**src/design/dcs_consts.vh**
```
// Purpose: shared constants of the chain transfer sequencer
// Assumes: included by dcs_chain_seq.v
// Notes: offsets are byte addresses on the register bus
`ifndef DCS_CONSTS_VH
`define DCS_CONSTS_VH
// =====================================================
// register map
`define DCS_OFF_CTRL 8'h00
`define DCS_OFF_VBASE 8'h04
`define DCS_OFF_ACTEN 8'h08
`define DCS_OFF_ISTAT 8'h0c
`define DCS_OFF_IMASK 8'h10
`define DCS_OFF_STAT 8'h14
`define DCS_CTRL_RUN 0
`define DCS_CTRL_LEGACY 1
`define DCS_CTRL_RST 32'h00000000
`define DCS_VBASE_RST 32'h0000fc00
`define DCS_RESP_OK 2'b00
`define DCS_RESP_ERR 2'b10
// =====================================================
// vector slots: source 0 (timer compare) owns slot 142
`define DCS_VEC_FIRST 10'h08e
// =====================================================
// record layout: word0 mode, word1 source, word2 dest, word3 counters
`define DCS_REC_LAST 2'h3
`define DCS_REC_STEP 32'h00000010
`define DCS_MB_CHAIN_EN 7
`define DCS_MB_CHAIN_SEL 6
`define DCS_MB_INTERRUPT_EACH_TRANSFER_SELECT 5
`define DCS_MB_BLOCK 4
`define DCS_MB_SRC_INC 1
`define DCS_MB_DST_INC 0
`endif

```
**src/design/dcs_chain_seq.v**
```verilog
// Purpose: chain transfer sequencer of an interrupt-triggered transfer controller
// Assumes: one clock ref_clk, async active-low rst_n, memory bus answers on ref_clk
// Notes: registers over AXI4-Lite; records are four words in memory
// Behaviour
// - on activation read the source vector slot, then the first record there
// - chain-enable set: after the transfer load and run the next record
// - keep chaining until a record with chain-enable clear or its chain-select condition unmet completes, then end
// - chain-select 0: chain after every transfer regardless of counter
// - chain-select 1: chain only when counter goes 1 to 0 or 1 to reload
// - legacy variant: chain-select 1 chains only when counter is zero after
// - chain-enable 1, chain-select 0, each-transfer irq 1: no irq on chaining, completion irq once the chain ends
// - vector slot located relative to programmed vector base
// - block mode: move a whole block, each address increments only if its increment mode bit is set
// - each transfer decrements transfer counter A by one, except a block end, which reloads it from its high byte
// - write the updated record back to memory after each transfer, in block mode only once the block ends
// - final record done with count zero, after chaining or each-transfer irq: clear activation enable, forward irq; else consume the source flag
//
// The AXI4-Lite slave port and the address map were chosen for this implementation.
`timescale 1ns/1ns
`default_nettype none
`include "dcs_consts.vh"
module dcs_chain_seq #(
  parameter NSRC = 4,
  parameter SRCW = 2
) (
  input wire ref_clk,
  input wire rst_n,
  input wire [NSRC-1:0] act_req,
  output reg [NSRC-1:0] act_clr,
  output reg mem_req,
  output reg mem_we,
  output reg mem_byte,
  output reg [31:0] mem_addr,
  output reg [31:0] mem_wdata,
  input wire [31:0] mem_rdata,
  input wire mem_ack,
  input wire [7:0] s_axi_awaddr,
  input wire s_axi_awvalid,
  output reg s_axi_awready,
  input wire [31:0] s_axi_wdata,
  input wire [3:0] s_axi_wstrb,
  input wire s_axi_wvalid,
  output reg s_axi_wready,
  output reg [1:0] s_axi_bresp,
  output reg s_axi_bvalid,
  input wire s_axi_bready,
  input wire [7:0] s_axi_araddr,
  input wire s_axi_arvalid,
  output reg s_axi_arready,
  output reg [31:0] s_axi_rdata,
  output reg [1:0] s_axi_rresp,
  output reg s_axi_rvalid,
  input wire s_axi_rready,
  output reg irq
);
  localparam S_IDLE = 3'd0;
  localparam S_VEC = 3'd1;
  localparam S_REC = 3'd2;
  localparam S_RD = 3'd3;
  localparam S_WR = 3'd4;
  localparam S_WB = 3'd5;
  localparam S_END = 3'd6;

  function [31:0] merge;
    input [31:0] old;
    input [31:0] nw;
    input [3:0] be;
    integer k;
    begin
      for (k = 0; k < 4; k = k + 1) begin
        merge[k*8 +: 8] = be[k] ? nw[k*8 +: 8] : old[k*8 +: 8];
      end
    end
  endfunction

  function [SRCW-1:0] lowest;
    input [NSRC-1:0] v;
    integer k;
    begin
      lowest = {SRCW{1'b0}};
      for (k = NSRC - 1; k >= 0; k = k - 1) begin
        if (v[k]) lowest = k[SRCW-1:0];
      end
    end
  endfunction

  // =====================================================
  // registers and request synchroniser
  reg [31:0] ctrl;
  reg [31:0] vbase;
  reg [NSRC-1:0] acten;
  reg [NSRC-1:0] istat;
  reg [NSRC-1:0] imask;
  reg [NSRC-1:0] req_s1;
  reg [NSRC-1:0] req_s2;
  reg [2:0] state;
  reg [SRCW-1:0] src;
  reg [31:0] rec_ptr;
  reg [1:0] widx;
  reg [7:0] mode;
  reg [31:0] sar;
  reg [31:0] dar;
  reg [15:0] transfer_counter_a;
  reg [15:0] crb;
  reg go_chain;
  reg cnt_done;
  reg chained;
  reg fin_raise;
  reg aw_held;
  reg w_held;
  reg [7:0] aw_addr;
  reg [31:0] w_data;
  reg [3:0] w_strb;
  reg [NSRC-1:0] spent;

  // a consumed source stays masked until its synchronised request has fallen
  wire [NSRC-1:0] pend = req_s2 & acten & ~spent;
  wire [31:0] acten_wr = merge({{(32-NSRC){1'b0}}, acten}, w_data, w_strb);
  wire [31:0] imask_wr = merge({{(32-NSRC){1'b0}}, imask}, w_data, w_strb);
  wire [9:0] vec_num = `DCS_VEC_FIRST + {{(10-SRCW){1'b0}}, src};
  wire legacy = ctrl[`DCS_CTRL_LEGACY];
  wire blk = mode[`DCS_MB_BLOCK];
  wire blk_end = blk & (transfer_counter_a[7:0] == 8'h01);
  wire xfer_end = ~blk | blk_end;
  wire [15:0] next_cra = blk_end ? {transfer_counter_a[15:8], transfer_counter_a[15:8]} : transfer_counter_a - 16'h0001;
  wire [15:0] next_crb = blk_end ? crb - 16'h0001 : crb;
  wire was_one = blk ? blk_end : (transfer_counter_a == 16'h0001);
  wire zero_after = blk ? (next_crb == 16'h0000) : (next_cra == 16'h0000);
  wire sel_ok = legacy ? zero_after : was_one;
  wire next_chain = mode[`DCS_MB_CHAIN_EN] & (~mode[`DCS_MB_CHAIN_SEL] | sel_ok);
  wire wr_fire = aw_held & w_held & ~s_axi_bvalid;
  wire [NSRC-1:0] end_clr = (state == S_END && fin_raise) ?
                            ({{(NSRC-1){1'b0}}, 1'b1} << src) : {NSRC{1'b0}};
  wire [NSRC-1:0] end_set = end_clr;

  always @(posedge ref_clk or negedge rst_n) begin
    if (!rst_n) begin
      req_s1 <= {NSRC{1'b0}};
      req_s2 <= {NSRC{1'b0}};
    end else begin
      req_s1 <= act_req;
      req_s2 <= req_s1;
    end
  end

  // =====================================================
  // AXI4-Lite slave
  always @(posedge ref_clk or negedge rst_n) begin
    if (!rst_n) begin
      ctrl <= `DCS_CTRL_RST;
      vbase <= `DCS_VBASE_RST;
      acten <= {NSRC{1'b0}};
      istat <= {NSRC{1'b0}};
      imask <= {NSRC{1'b0}};
      aw_held <= 1'b0;
      w_held <= 1'b0;
      aw_addr <= 8'h00;
      w_data <= 32'h00000000;
      w_strb <= 4'h0;
      s_axi_awready <= 1'b0;
      s_axi_wready <= 1'b0;
      s_axi_bvalid <= 1'b0;
      s_axi_bresp <= `DCS_RESP_OK;
      s_axi_arready <= 1'b0;
      s_axi_rvalid <= 1'b0;
      s_axi_rresp <= `DCS_RESP_OK;
      s_axi_rdata <= 32'h00000000;
      irq <= 1'b0;
    end else begin
      s_axi_awready <= ~aw_held & ~s_axi_awready & s_axi_awvalid;
      s_axi_wready <= ~w_held & ~s_axi_wready & s_axi_wvalid;
      if (s_axi_awvalid && s_axi_awready) begin
        aw_held <= 1'b1;
        aw_addr <= s_axi_awaddr;
      end
      if (s_axi_wvalid && s_axi_wready) begin
        w_held <= 1'b1;
        w_data <= s_axi_wdata;
        w_strb <= s_axi_wstrb;
      end
      // hardware set beats a software write-one-to-clear in the same cycle
      istat <= istat | end_set;
      if (wr_fire) begin
        aw_held <= 1'b0;
        w_held <= 1'b0;
        s_axi_bvalid <= 1'b1;
        s_axi_bresp <= `DCS_RESP_OK;
        case (aw_addr)
          `DCS_OFF_CTRL: ctrl <= merge(ctrl, w_data, w_strb) & 32'h00000003;
          `DCS_OFF_VBASE: vbase <= merge(vbase, w_data, w_strb);
          `DCS_OFF_ACTEN: acten <= acten_wr[NSRC-1:0] & ~end_clr;
          `DCS_OFF_ISTAT: istat <= (istat & ~(w_data[NSRC-1:0] &
                                   {NSRC{w_strb[0]}})) | end_set;
          `DCS_OFF_IMASK: imask <= imask_wr[NSRC-1:0];
          `DCS_OFF_STAT: s_axi_bresp <= `DCS_RESP_OK;
          default: s_axi_bresp <= `DCS_RESP_ERR;
        endcase
      end else if (s_axi_bvalid && s_axi_bready) begin
        s_axi_bvalid <= 1'b0;
      end
      if (!(wr_fire && aw_addr == `DCS_OFF_ACTEN)) begin
        acten <= acten & ~end_clr;
      end
      s_axi_arready <= ~s_axi_arready & ~s_axi_rvalid & s_axi_arvalid;
      if (s_axi_arvalid && s_axi_arready) begin
        s_axi_rvalid <= 1'b1;
        s_axi_rresp <= `DCS_RESP_OK;
        case (s_axi_araddr)
          `DCS_OFF_CTRL: s_axi_rdata <= ctrl;
          `DCS_OFF_VBASE: s_axi_rdata <= vbase;
          `DCS_OFF_ACTEN: s_axi_rdata <= {{(32-NSRC){1'b0}}, acten};
          `DCS_OFF_ISTAT: s_axi_rdata <= {{(32-NSRC){1'b0}}, istat};
          `DCS_OFF_IMASK: s_axi_rdata <= {{(32-NSRC){1'b0}}, imask};
          `DCS_OFF_STAT: s_axi_rdata <= {{(24-SRCW){1'b0}}, src, 4'h0,
                                        (state != S_IDLE), state};
          default: begin
            s_axi_rdata <= 32'h00000000;
            s_axi_rresp <= `DCS_RESP_ERR;
          end
        endcase
      end else if (s_axi_rvalid && s_axi_rready) begin
        s_axi_rvalid <= 1'b0;
      end
      irq <= |((istat | end_set) & imask);
    end
  end

  // =====================================================
  // transfer sequencer
  // one memory access at a time; mem_req holds until mem_ack
  always @(posedge ref_clk or negedge rst_n) begin
    if (!rst_n) begin
      state <= S_IDLE;
      src <= {SRCW{1'b0}};
      rec_ptr <= 32'h00000000;
      widx <= 2'h0;
      mode <= 8'h00;
      sar <= 32'h00000000;
      dar <= 32'h00000000;
      transfer_counter_a <= 16'h0000;
      crb <= 16'h0000;
      go_chain <= 1'b0;
      cnt_done <= 1'b0;
      chained <= 1'b0;
      fin_raise <= 1'b0;
      act_clr <= {NSRC{1'b0}};
      spent <= {NSRC{1'b0}};
      mem_req <= 1'b0;
      mem_we <= 1'b0;
      mem_byte <= 1'b0;
      mem_addr <= 32'h00000000;
      mem_wdata <= 32'h00000000;
    end else begin
      act_clr <= {NSRC{1'b0}};
      spent <= spent & req_s2;
      case (state)
        S_IDLE: begin
          chained <= 1'b0;
          if (ctrl[`DCS_CTRL_RUN] && pend != {NSRC{1'b0}}) begin
            src <= lowest(pend);
            state <= S_VEC;
          end
        end
        S_VEC: begin
          if (!mem_req) begin
            mem_req <= 1'b1;
            mem_we <= 1'b0;
            mem_byte <= 1'b0;
            mem_addr <= vbase + {20'h00000, vec_num, 2'b00};
          end else if (mem_ack) begin
            rec_ptr <= mem_rdata;
            mem_addr <= mem_rdata;
            widx <= 2'h0;
            state <= S_REC;
          end
        end
        S_REC: begin
          mem_req <= 1'b1;
          mem_we <= 1'b0;
          mem_byte <= 1'b0;
          if (mem_req && mem_ack) begin
            case (widx)
              2'h0: mode <= mem_rdata[7:0];
              2'h1: sar <= mem_rdata;
              2'h2: dar <= mem_rdata;
              default: {crb, transfer_counter_a} <= mem_rdata;
            endcase
            widx <= widx + 2'h1;
            mem_addr <= mem_addr + 32'h00000004;
            if (widx == `DCS_REC_LAST) begin
              mem_req <= 1'b0;
              state <= S_RD;
            end
          end
        end
        S_RD: begin
          if (!mem_req) begin
            mem_req <= 1'b1;
            mem_we <= 1'b0;
            mem_byte <= 1'b1;
            mem_addr <= sar;
          end else if (mem_ack) begin
            mem_we <= 1'b1;
            mem_addr <= dar;
            mem_wdata <= {24'h000000, mem_rdata[7:0]};
            state <= S_WR;
          end
        end
        S_WR: begin
          if (mem_ack) begin
            mem_req <= 1'b0;
            sar <= sar + {31'h00000000, mode[`DCS_MB_SRC_INC]};
            dar <= dar + {31'h00000000, mode[`DCS_MB_DST_INC]};
            transfer_counter_a <= next_cra;
            crb <= next_crb;
            if (xfer_end) begin
              // a block runs to its end within one activation
              go_chain <= next_chain;
              cnt_done <= zero_after;
              widx <= 2'h0;
              state <= S_WB;
            end else begin
              state <= S_RD;
            end
          end
        end
        S_WB: begin
          mem_req <= 1'b1;
          mem_we <= 1'b1;
          mem_byte <= 1'b0;
          mem_addr <= rec_ptr + {28'h0000000, widx, 2'b00};
          case (widx)
            2'h0: mem_wdata <= {24'h000000, mode};
            2'h1: mem_wdata <= sar;
            2'h2: mem_wdata <= dar;
            default: mem_wdata <= {crb, transfer_counter_a};
          endcase
          if (mem_req && mem_ack) begin
            mem_req <= 1'b0;
            widx <= widx + 2'h1;
            if (widx == `DCS_REC_LAST) begin
              if (go_chain) begin
                // chaining on keeps the source pending: no irq here
                chained <= 1'b1;
                rec_ptr <= rec_ptr + `DCS_REC_STEP;
                mem_addr <= rec_ptr + `DCS_REC_STEP;
                widx <= 2'h0;
                state <= S_REC;
              end else begin
                fin_raise <= cnt_done | chained | mode[`DCS_MB_INTERRUPT_EACH_TRANSFER_SELECT];
                state <= S_END;
              end
            end
          end
        end
        S_END: begin
          // source flag is consumed unless it is forwarded to the cpu
          if (!fin_raise) begin
            act_clr <= {{(NSRC-1){1'b0}}, 1'b1} << src;
            spent <= spent | ({{(NSRC-1){1'b0}}, 1'b1} << src);
          end
          fin_raise <= 1'b0;
          state <= S_IDLE;
        end
        default: state <= S_IDLE;
      endcase
    end
  end
endmodule // dcs_chain_seq
`default_nettype wire

```
**config.mk**
```make
export PLATFORM = sky130hd
export DESIGN_NAME = dcs_chain_seq
export DESIGN_NICKNAME = d
export VERILOG_FILES = /design/src/design/dcs_chain_seq.v
export VERILOG_INCLUDE_DIRS = /design/src /design/src/design
export SDC_FILE = /design/constraint.sdc
export NUM_CORES = 1
export LEC_CHECK = 0
export BUFFER_PORTS_ARGS = -buffer_cell sky130_fd_sc_hd__buf_2
export CAP_MARGIN = 20
export CORE_ASPECT_RATIO = 1.4
export CORE_MARGIN = 2
export CORE_UTILIZATION = 54
export DETAILED_ROUTE_END_ITERATION = 8
export MAX_ROUTING_LAYER = met4
export PLACE_DENSITY = 0.78
export SLEW_MARGIN = 10
export SYNTH_ARGS = -nofsm -noshare
export SYNTH_HDL_FRONTEND = slang
export SYNTH_SLANG_ARGS = --single-unit
```
**constraint.sdc**
```tcl
create_clock -name ref_clk -period 2.8 [get_ports ref_clk]
set_clock_uncertainty 0.15 [all_clocks]
set_input_delay 0.28 -clock ref_clk [delete_from_list [all_inputs] [get_ports ref_clk]]
set_output_delay 0.28 -clock ref_clk [all_outputs]
set_load 0.03 [all_outputs]
```
==> impl_metrics.yaml <==
run_status:
  status: "finished, final reports clean"
routing:
  drt-initial-drc-count: 2565
  routed-via-count: 21800
  top_signal_layer_used: "met4"
  post_drt_wl_per_cell_um: 24.7
  total_wirelength_of_the_detailed_routed_design_um: 81000
  detail_route.first_pass.iterations: 8
  met1_length_um: 28800
  route.met2.wl_um: 37700
  route.met3.wl_um: 7670
  drcViolationCount: 0
  drtAntennaViolNets: 0
  avgViaCountPerCell: 6.63
clock_network:
  ctsHtreeMaxLevel: 2
  clock_tree.root_cell: "sky130_fd_sc_hd__clkbuf_16"
  tritoncts: "done"
  max-clock-path-buffers: 3
  clock_sinks: 362
  cts_made_buffers: 39
  clock_insertion_delay_worst_skew_ns: 0.56
  clk_transition_reported_paths_ns: 0.06
worst_hold_path:
  hold_path_depth: 3
  timing.hold.worst_endpoint: "mem_wdata[6]"
  timing.hold.worst.start: "mem_rdata[6]"
  timing.hold.worst.class: "in2reg"
yosys:
  synth-async-reset-ratio_pct: 100
  synth_edf_count: 0
  post_synth_design_cell_area_sq_mm: 0.0212
  synthesis.instances: 2399
  yosys_warnings: 0
  number_of_distinct_standard_cells_referenced_by_the_synthesized_netlist: 85
  ys_dominant_reg_cell: "sky130_fd_sc_hd__dfrtp_1"
  synth-seq-cells: 362
  syn_avg_cell_area_sq_um: 8.84
  sequential_to_total_area_share_from_yosys_stat_pct: 42.7
worst_setup_path:
  worstSetupEndpointType: "flop"
  critPathLaunchType: "flop"
  worst_r2r_endpoint: "sar[30]"
  timing.reg2reg.worst_path_depth: 10
  path_class: "reg2reg"
  timing.critical_path.fanout_max: 6
  crit_arrival_ns: 3.05
  crit_required_ns: 3.12
  r2r-start: "sar[0]"
  r2r_setup_slack_ns: 0.07
grt:
  grt_pass1_vias: 21200
  grt_first_pass_wirelength_um: 124000
  grt_use_total_pct: 40.7
  overflow: 0
  grt_start_max_net_pins: 73
  antenna_found_initial: 7
layout:
  flow.area_growth_from_synthesis_pct: 21.7
  nNetsFinal: 2842
  drive_above_1_share_pct: 21.9
  nFillCells: 3062
placed_design:
  dpl.hpwl_um: 57900
  count_of_port_buffers_added_during_placement: 206
  pre_cts_slack_ns: 0.0773
  place_congestion: 1.01
sta:
  setup_repair_after_global_routing_missed_its_margin: "false"
  totalNegativeSetupSlack_ns: 0
  slew_headroom_pct: 39.9
  finalSetupViolCount: 0
  finalHoldViolCount: 0
  final.period_utilization_pct: 97.4
  tmin_final_ns: 2.73
  tightestPinTransition_ns: 0.901
  max_freq_ghz: 0.367
  post_route_worst_setup_slack_ns: 0.0717
  report.final.slew_viol_count: 0
power:
  vdd.ir_drop.worst_mv: 0.759
  power_density_mw_per_mm2: 1090
  p_leak_nw: 11.4
floorplan:
  dieArea_sq_mm: 0.0409
  dieHeight_um: 239
  ioPinCount: 209
  die_x_um: 172
  design.core.area_sq_mm: 0.0386
  std_cell_rows: 85
  floorplan.initialDensity_pct: 54.9
run:
  cap_violations: 0
[state kept, by name, indices dropped and copies added (netlist names), 8 cells and up]
signal	cells
w_data	32
transfer_counter_a	16
mem_wdata	32
aw_addr	8
dar	32
mem_addr	32
s_axi_rdata	32
vbase	32
crb	16
sar	32
mode	8
rec_ptr	32
[layer usage]
layer  global-route usage, %  up-vias
li1                        -     9486
met1                    48.3    10500
met2                    62.7     1368
met3                    7.14      370
met4                    28.5        0
met5                       -        -
[cells in the final DEF, fill, tap and decap left out, types with 46 or more instances in the layout]
master,count
sky130_fd_sc_hd__xnor2_1,48
sky130_fd_sc_hd__nand3_1,82
sky130_fd_sc_hd__o22ai_1,46
sky130_fd_sc_hd__nor2_1,249
sky130_fd_sc_hd__buf_2,205
sky130_fd_sc_hd__buf_4,173
sky130_fd_sc_hd__mux2_2,102
sky130_fd_sc_hd__a21oi_1,231
sky130_fd_sc_hd__nand2_1,233
sky130_fd_sc_hd__o21ai_0,193
sky130_fd_sc_hd__dlygate4sd3_1,64
sky130_fd_sc_hd__dfrtp_1,355
[power breakdown]
part | switching (W) | internal, W | total, W | leakage, nW
registers | 0.00237 | 0.00714 | 0.00951 | 4.46
clock network | 0.00229 | 0.00312 | 0.00540 | 0.639
logic | 0.00817 | 0.00505 | 0.0132 | 6.26
[logic make-up after synthesis]
| family | count (synthesis) | share of synthesized area, % |
|---|---|---|
| muxes | 148 | 7.59 |
| and+or+nand+nor | 809 | 18.2 |
| DFF | 362 | 42.7 |
| other | 1 | 0.0177 |
| xor gates and xnor gates | 78 | 3.22 |
| adders and majority gates | 22 | 1.37 |
| buffers and inverters | 206 | 3.92 |
| AOI/OAI and AO/OA | 773 | 22.9 |
[area by class of cell]
type	instances	area, sq um	share of cell area, %
Multi-Input combinational cell	1832	11400	44.2
Clock inverter	14	175	0.679
Timing Repair Buffer	456	3240	12.6
Inverter	33	124	0.480
Clock buffer	57	1130	4.40
Tap cell	522	653	2.53
Sequential cell	362	9070	35.1
Antenna cell	5	12.5	0.0485
[how the worst max path moves through the flow]
stage                      start      endpoint  slack, ns
after detailed placement  src[1]  mem_addr[31]       0.08
after floorplan           src[0]  mem_addr[26]       0.12
after CTS                 src[1]  mem_addr[31]       0.05
after global placement    src[0]  mem_addr[26]       0.14
after global routing      src[1]  mem_addr[27]      0.004
final                     sar[0]       sar[30]       0.07
[metrics by stage]
stage	instances	hold WS [ns]	power [W]	utilization (%)	instance area (sq um)
detailed placement	3139	0.127	0.0222	61.7	23800
global route	3281	0.0367	0.0295	66.8	25800
CTS	3274	0.00518	0.0276	66.7	25800
global placement	3139	0.129	0.0218	61.7	23800
finish	3281	0.0275	0.0281	66.8	25800
floorplan	2400	-0.166	0.0171	-	21200
[synth_stat cells, types with 9 or more instances]
| master | number | area share (%) |
|---|---|---|
| sky130_fd_sc_hd__a211oi_1 | 9 | 0.32 |
| sky130_fd_sc_hd__a21o_1 | 19 | 0.67 |
| sky130_fd_sc_hd__a21oi_1 | 232 | 5.5 |
| sky130_fd_sc_hd__a222oi_1 | 13 | 0.61 |
| sky130_fd_sc_hd__a22o_1 | 35 | 1.4 |
| sky130_fd_sc_hd__a22oi_1 | 34 | 1.2 |
| sky130_fd_sc_hd__a31oi_1 | 32 | 0.94 |
| sky130_fd_sc_hd__a41oi_1 | 11 | 0.45 |
| sky130_fd_sc_hd__and2_1 | 11 | 0.32 |
| sky130_fd_sc_hd__and3_1 | 31 | 0.91 |
| sky130_fd_sc_hd__and4_1 | 13 | 0.54 |
| sky130_fd_sc_hd__buf_1 | 16 | 0.28 |
| sky130_fd_sc_hd__buf_2 | 19 | 0.45 |
| sky130_fd_sc_hd__clkbuf_1 | 131 | 2.3 |
| sky130_fd_sc_hd__dfrtp_1 | 356 | 42 |
| sky130_fd_sc_hd__ha_1 | 20 | 1.2 |
| sky130_fd_sc_hd__inv_1 | 32 | 0.57 |
| sky130_fd_sc_hd__mux2_2 | 102 | 5.4 |
| sky130_fd_sc_hd__mux2i_1 | 45 | 2.1 |
| sky130_fd_sc_hd__nand2_1 | 235 | 4.2 |
| sky130_fd_sc_hd__nand2b_1 | 10 | 0.29 |
| sky130_fd_sc_hd__nand3_1 | 82 | 1.9 |
| sky130_fd_sc_hd__nand4_1 | 37 | 1.1 |
| sky130_fd_sc_hd__nor2_1 | 250 | 4.4 |
| sky130_fd_sc_hd__nor3_1 | 45 | 1.1 |
| sky130_fd_sc_hd__nor4_1 | 22 | 0.65 |
| sky130_fd_sc_hd__o21a_1 | 10 | 0.35 |
| sky130_fd_sc_hd__o21ai_0 | 194 | 4.6 |
| sky130_fd_sc_hd__o21ai_1 | 11 | 0.26 |
| sky130_fd_sc_hd__o221ai_1 | 14 | 0.58 |
| sky130_fd_sc_hd__o22a_1 | 38 | 1.6 |
| sky130_fd_sc_hd__o22ai_1 | 46 | 1.4 |
| sky130_fd_sc_hd__o31ai_1 | 12 | 0.42 |
| sky130_fd_sc_hd__or3_1 | 13 | 0.38 |
| sky130_fd_sc_hd__xnor2_1 | 48 | 2.0 |
| sky130_fd_sc_hd__xor2_1 | 30 | 1.2 |
[worst max-delay path, stage by stage, from the launching register on]
cell and delay, ns:
sky130_fd_sc_hd__dfrtp_1 0.40, sky130_fd_sc_hd__ha_1 0.24, sky130_fd_sc_hd__ha_1 0.22, sky130_fd_sc_hd__nand4_1 0.16, sky130_fd_sc_hd__nor4_1 0.37, sky130_fd_sc_hd__buf_4 0.25, sky130_fd_sc_hd__nand2_1 0.13, sky130_fd_sc_hd__nor2_1 0.28
sky130_fd_sc_hd__nand3_1 0.11, sky130_fd_sc_hd__a21oi_1 0.15, sky130_fd_sc_hd__a2bb2oi_1 0.18
[what timing repair did]
item / in CTS / in global routing
setup buffers: 0 / 2
endpoints found under the hold margin: 170 / 0
endpoints found under the setup margin: 0 / 12
resized for setup: 0 / 6
hold buffers: 64 / 0
Power figures use the tool's default switching activity.
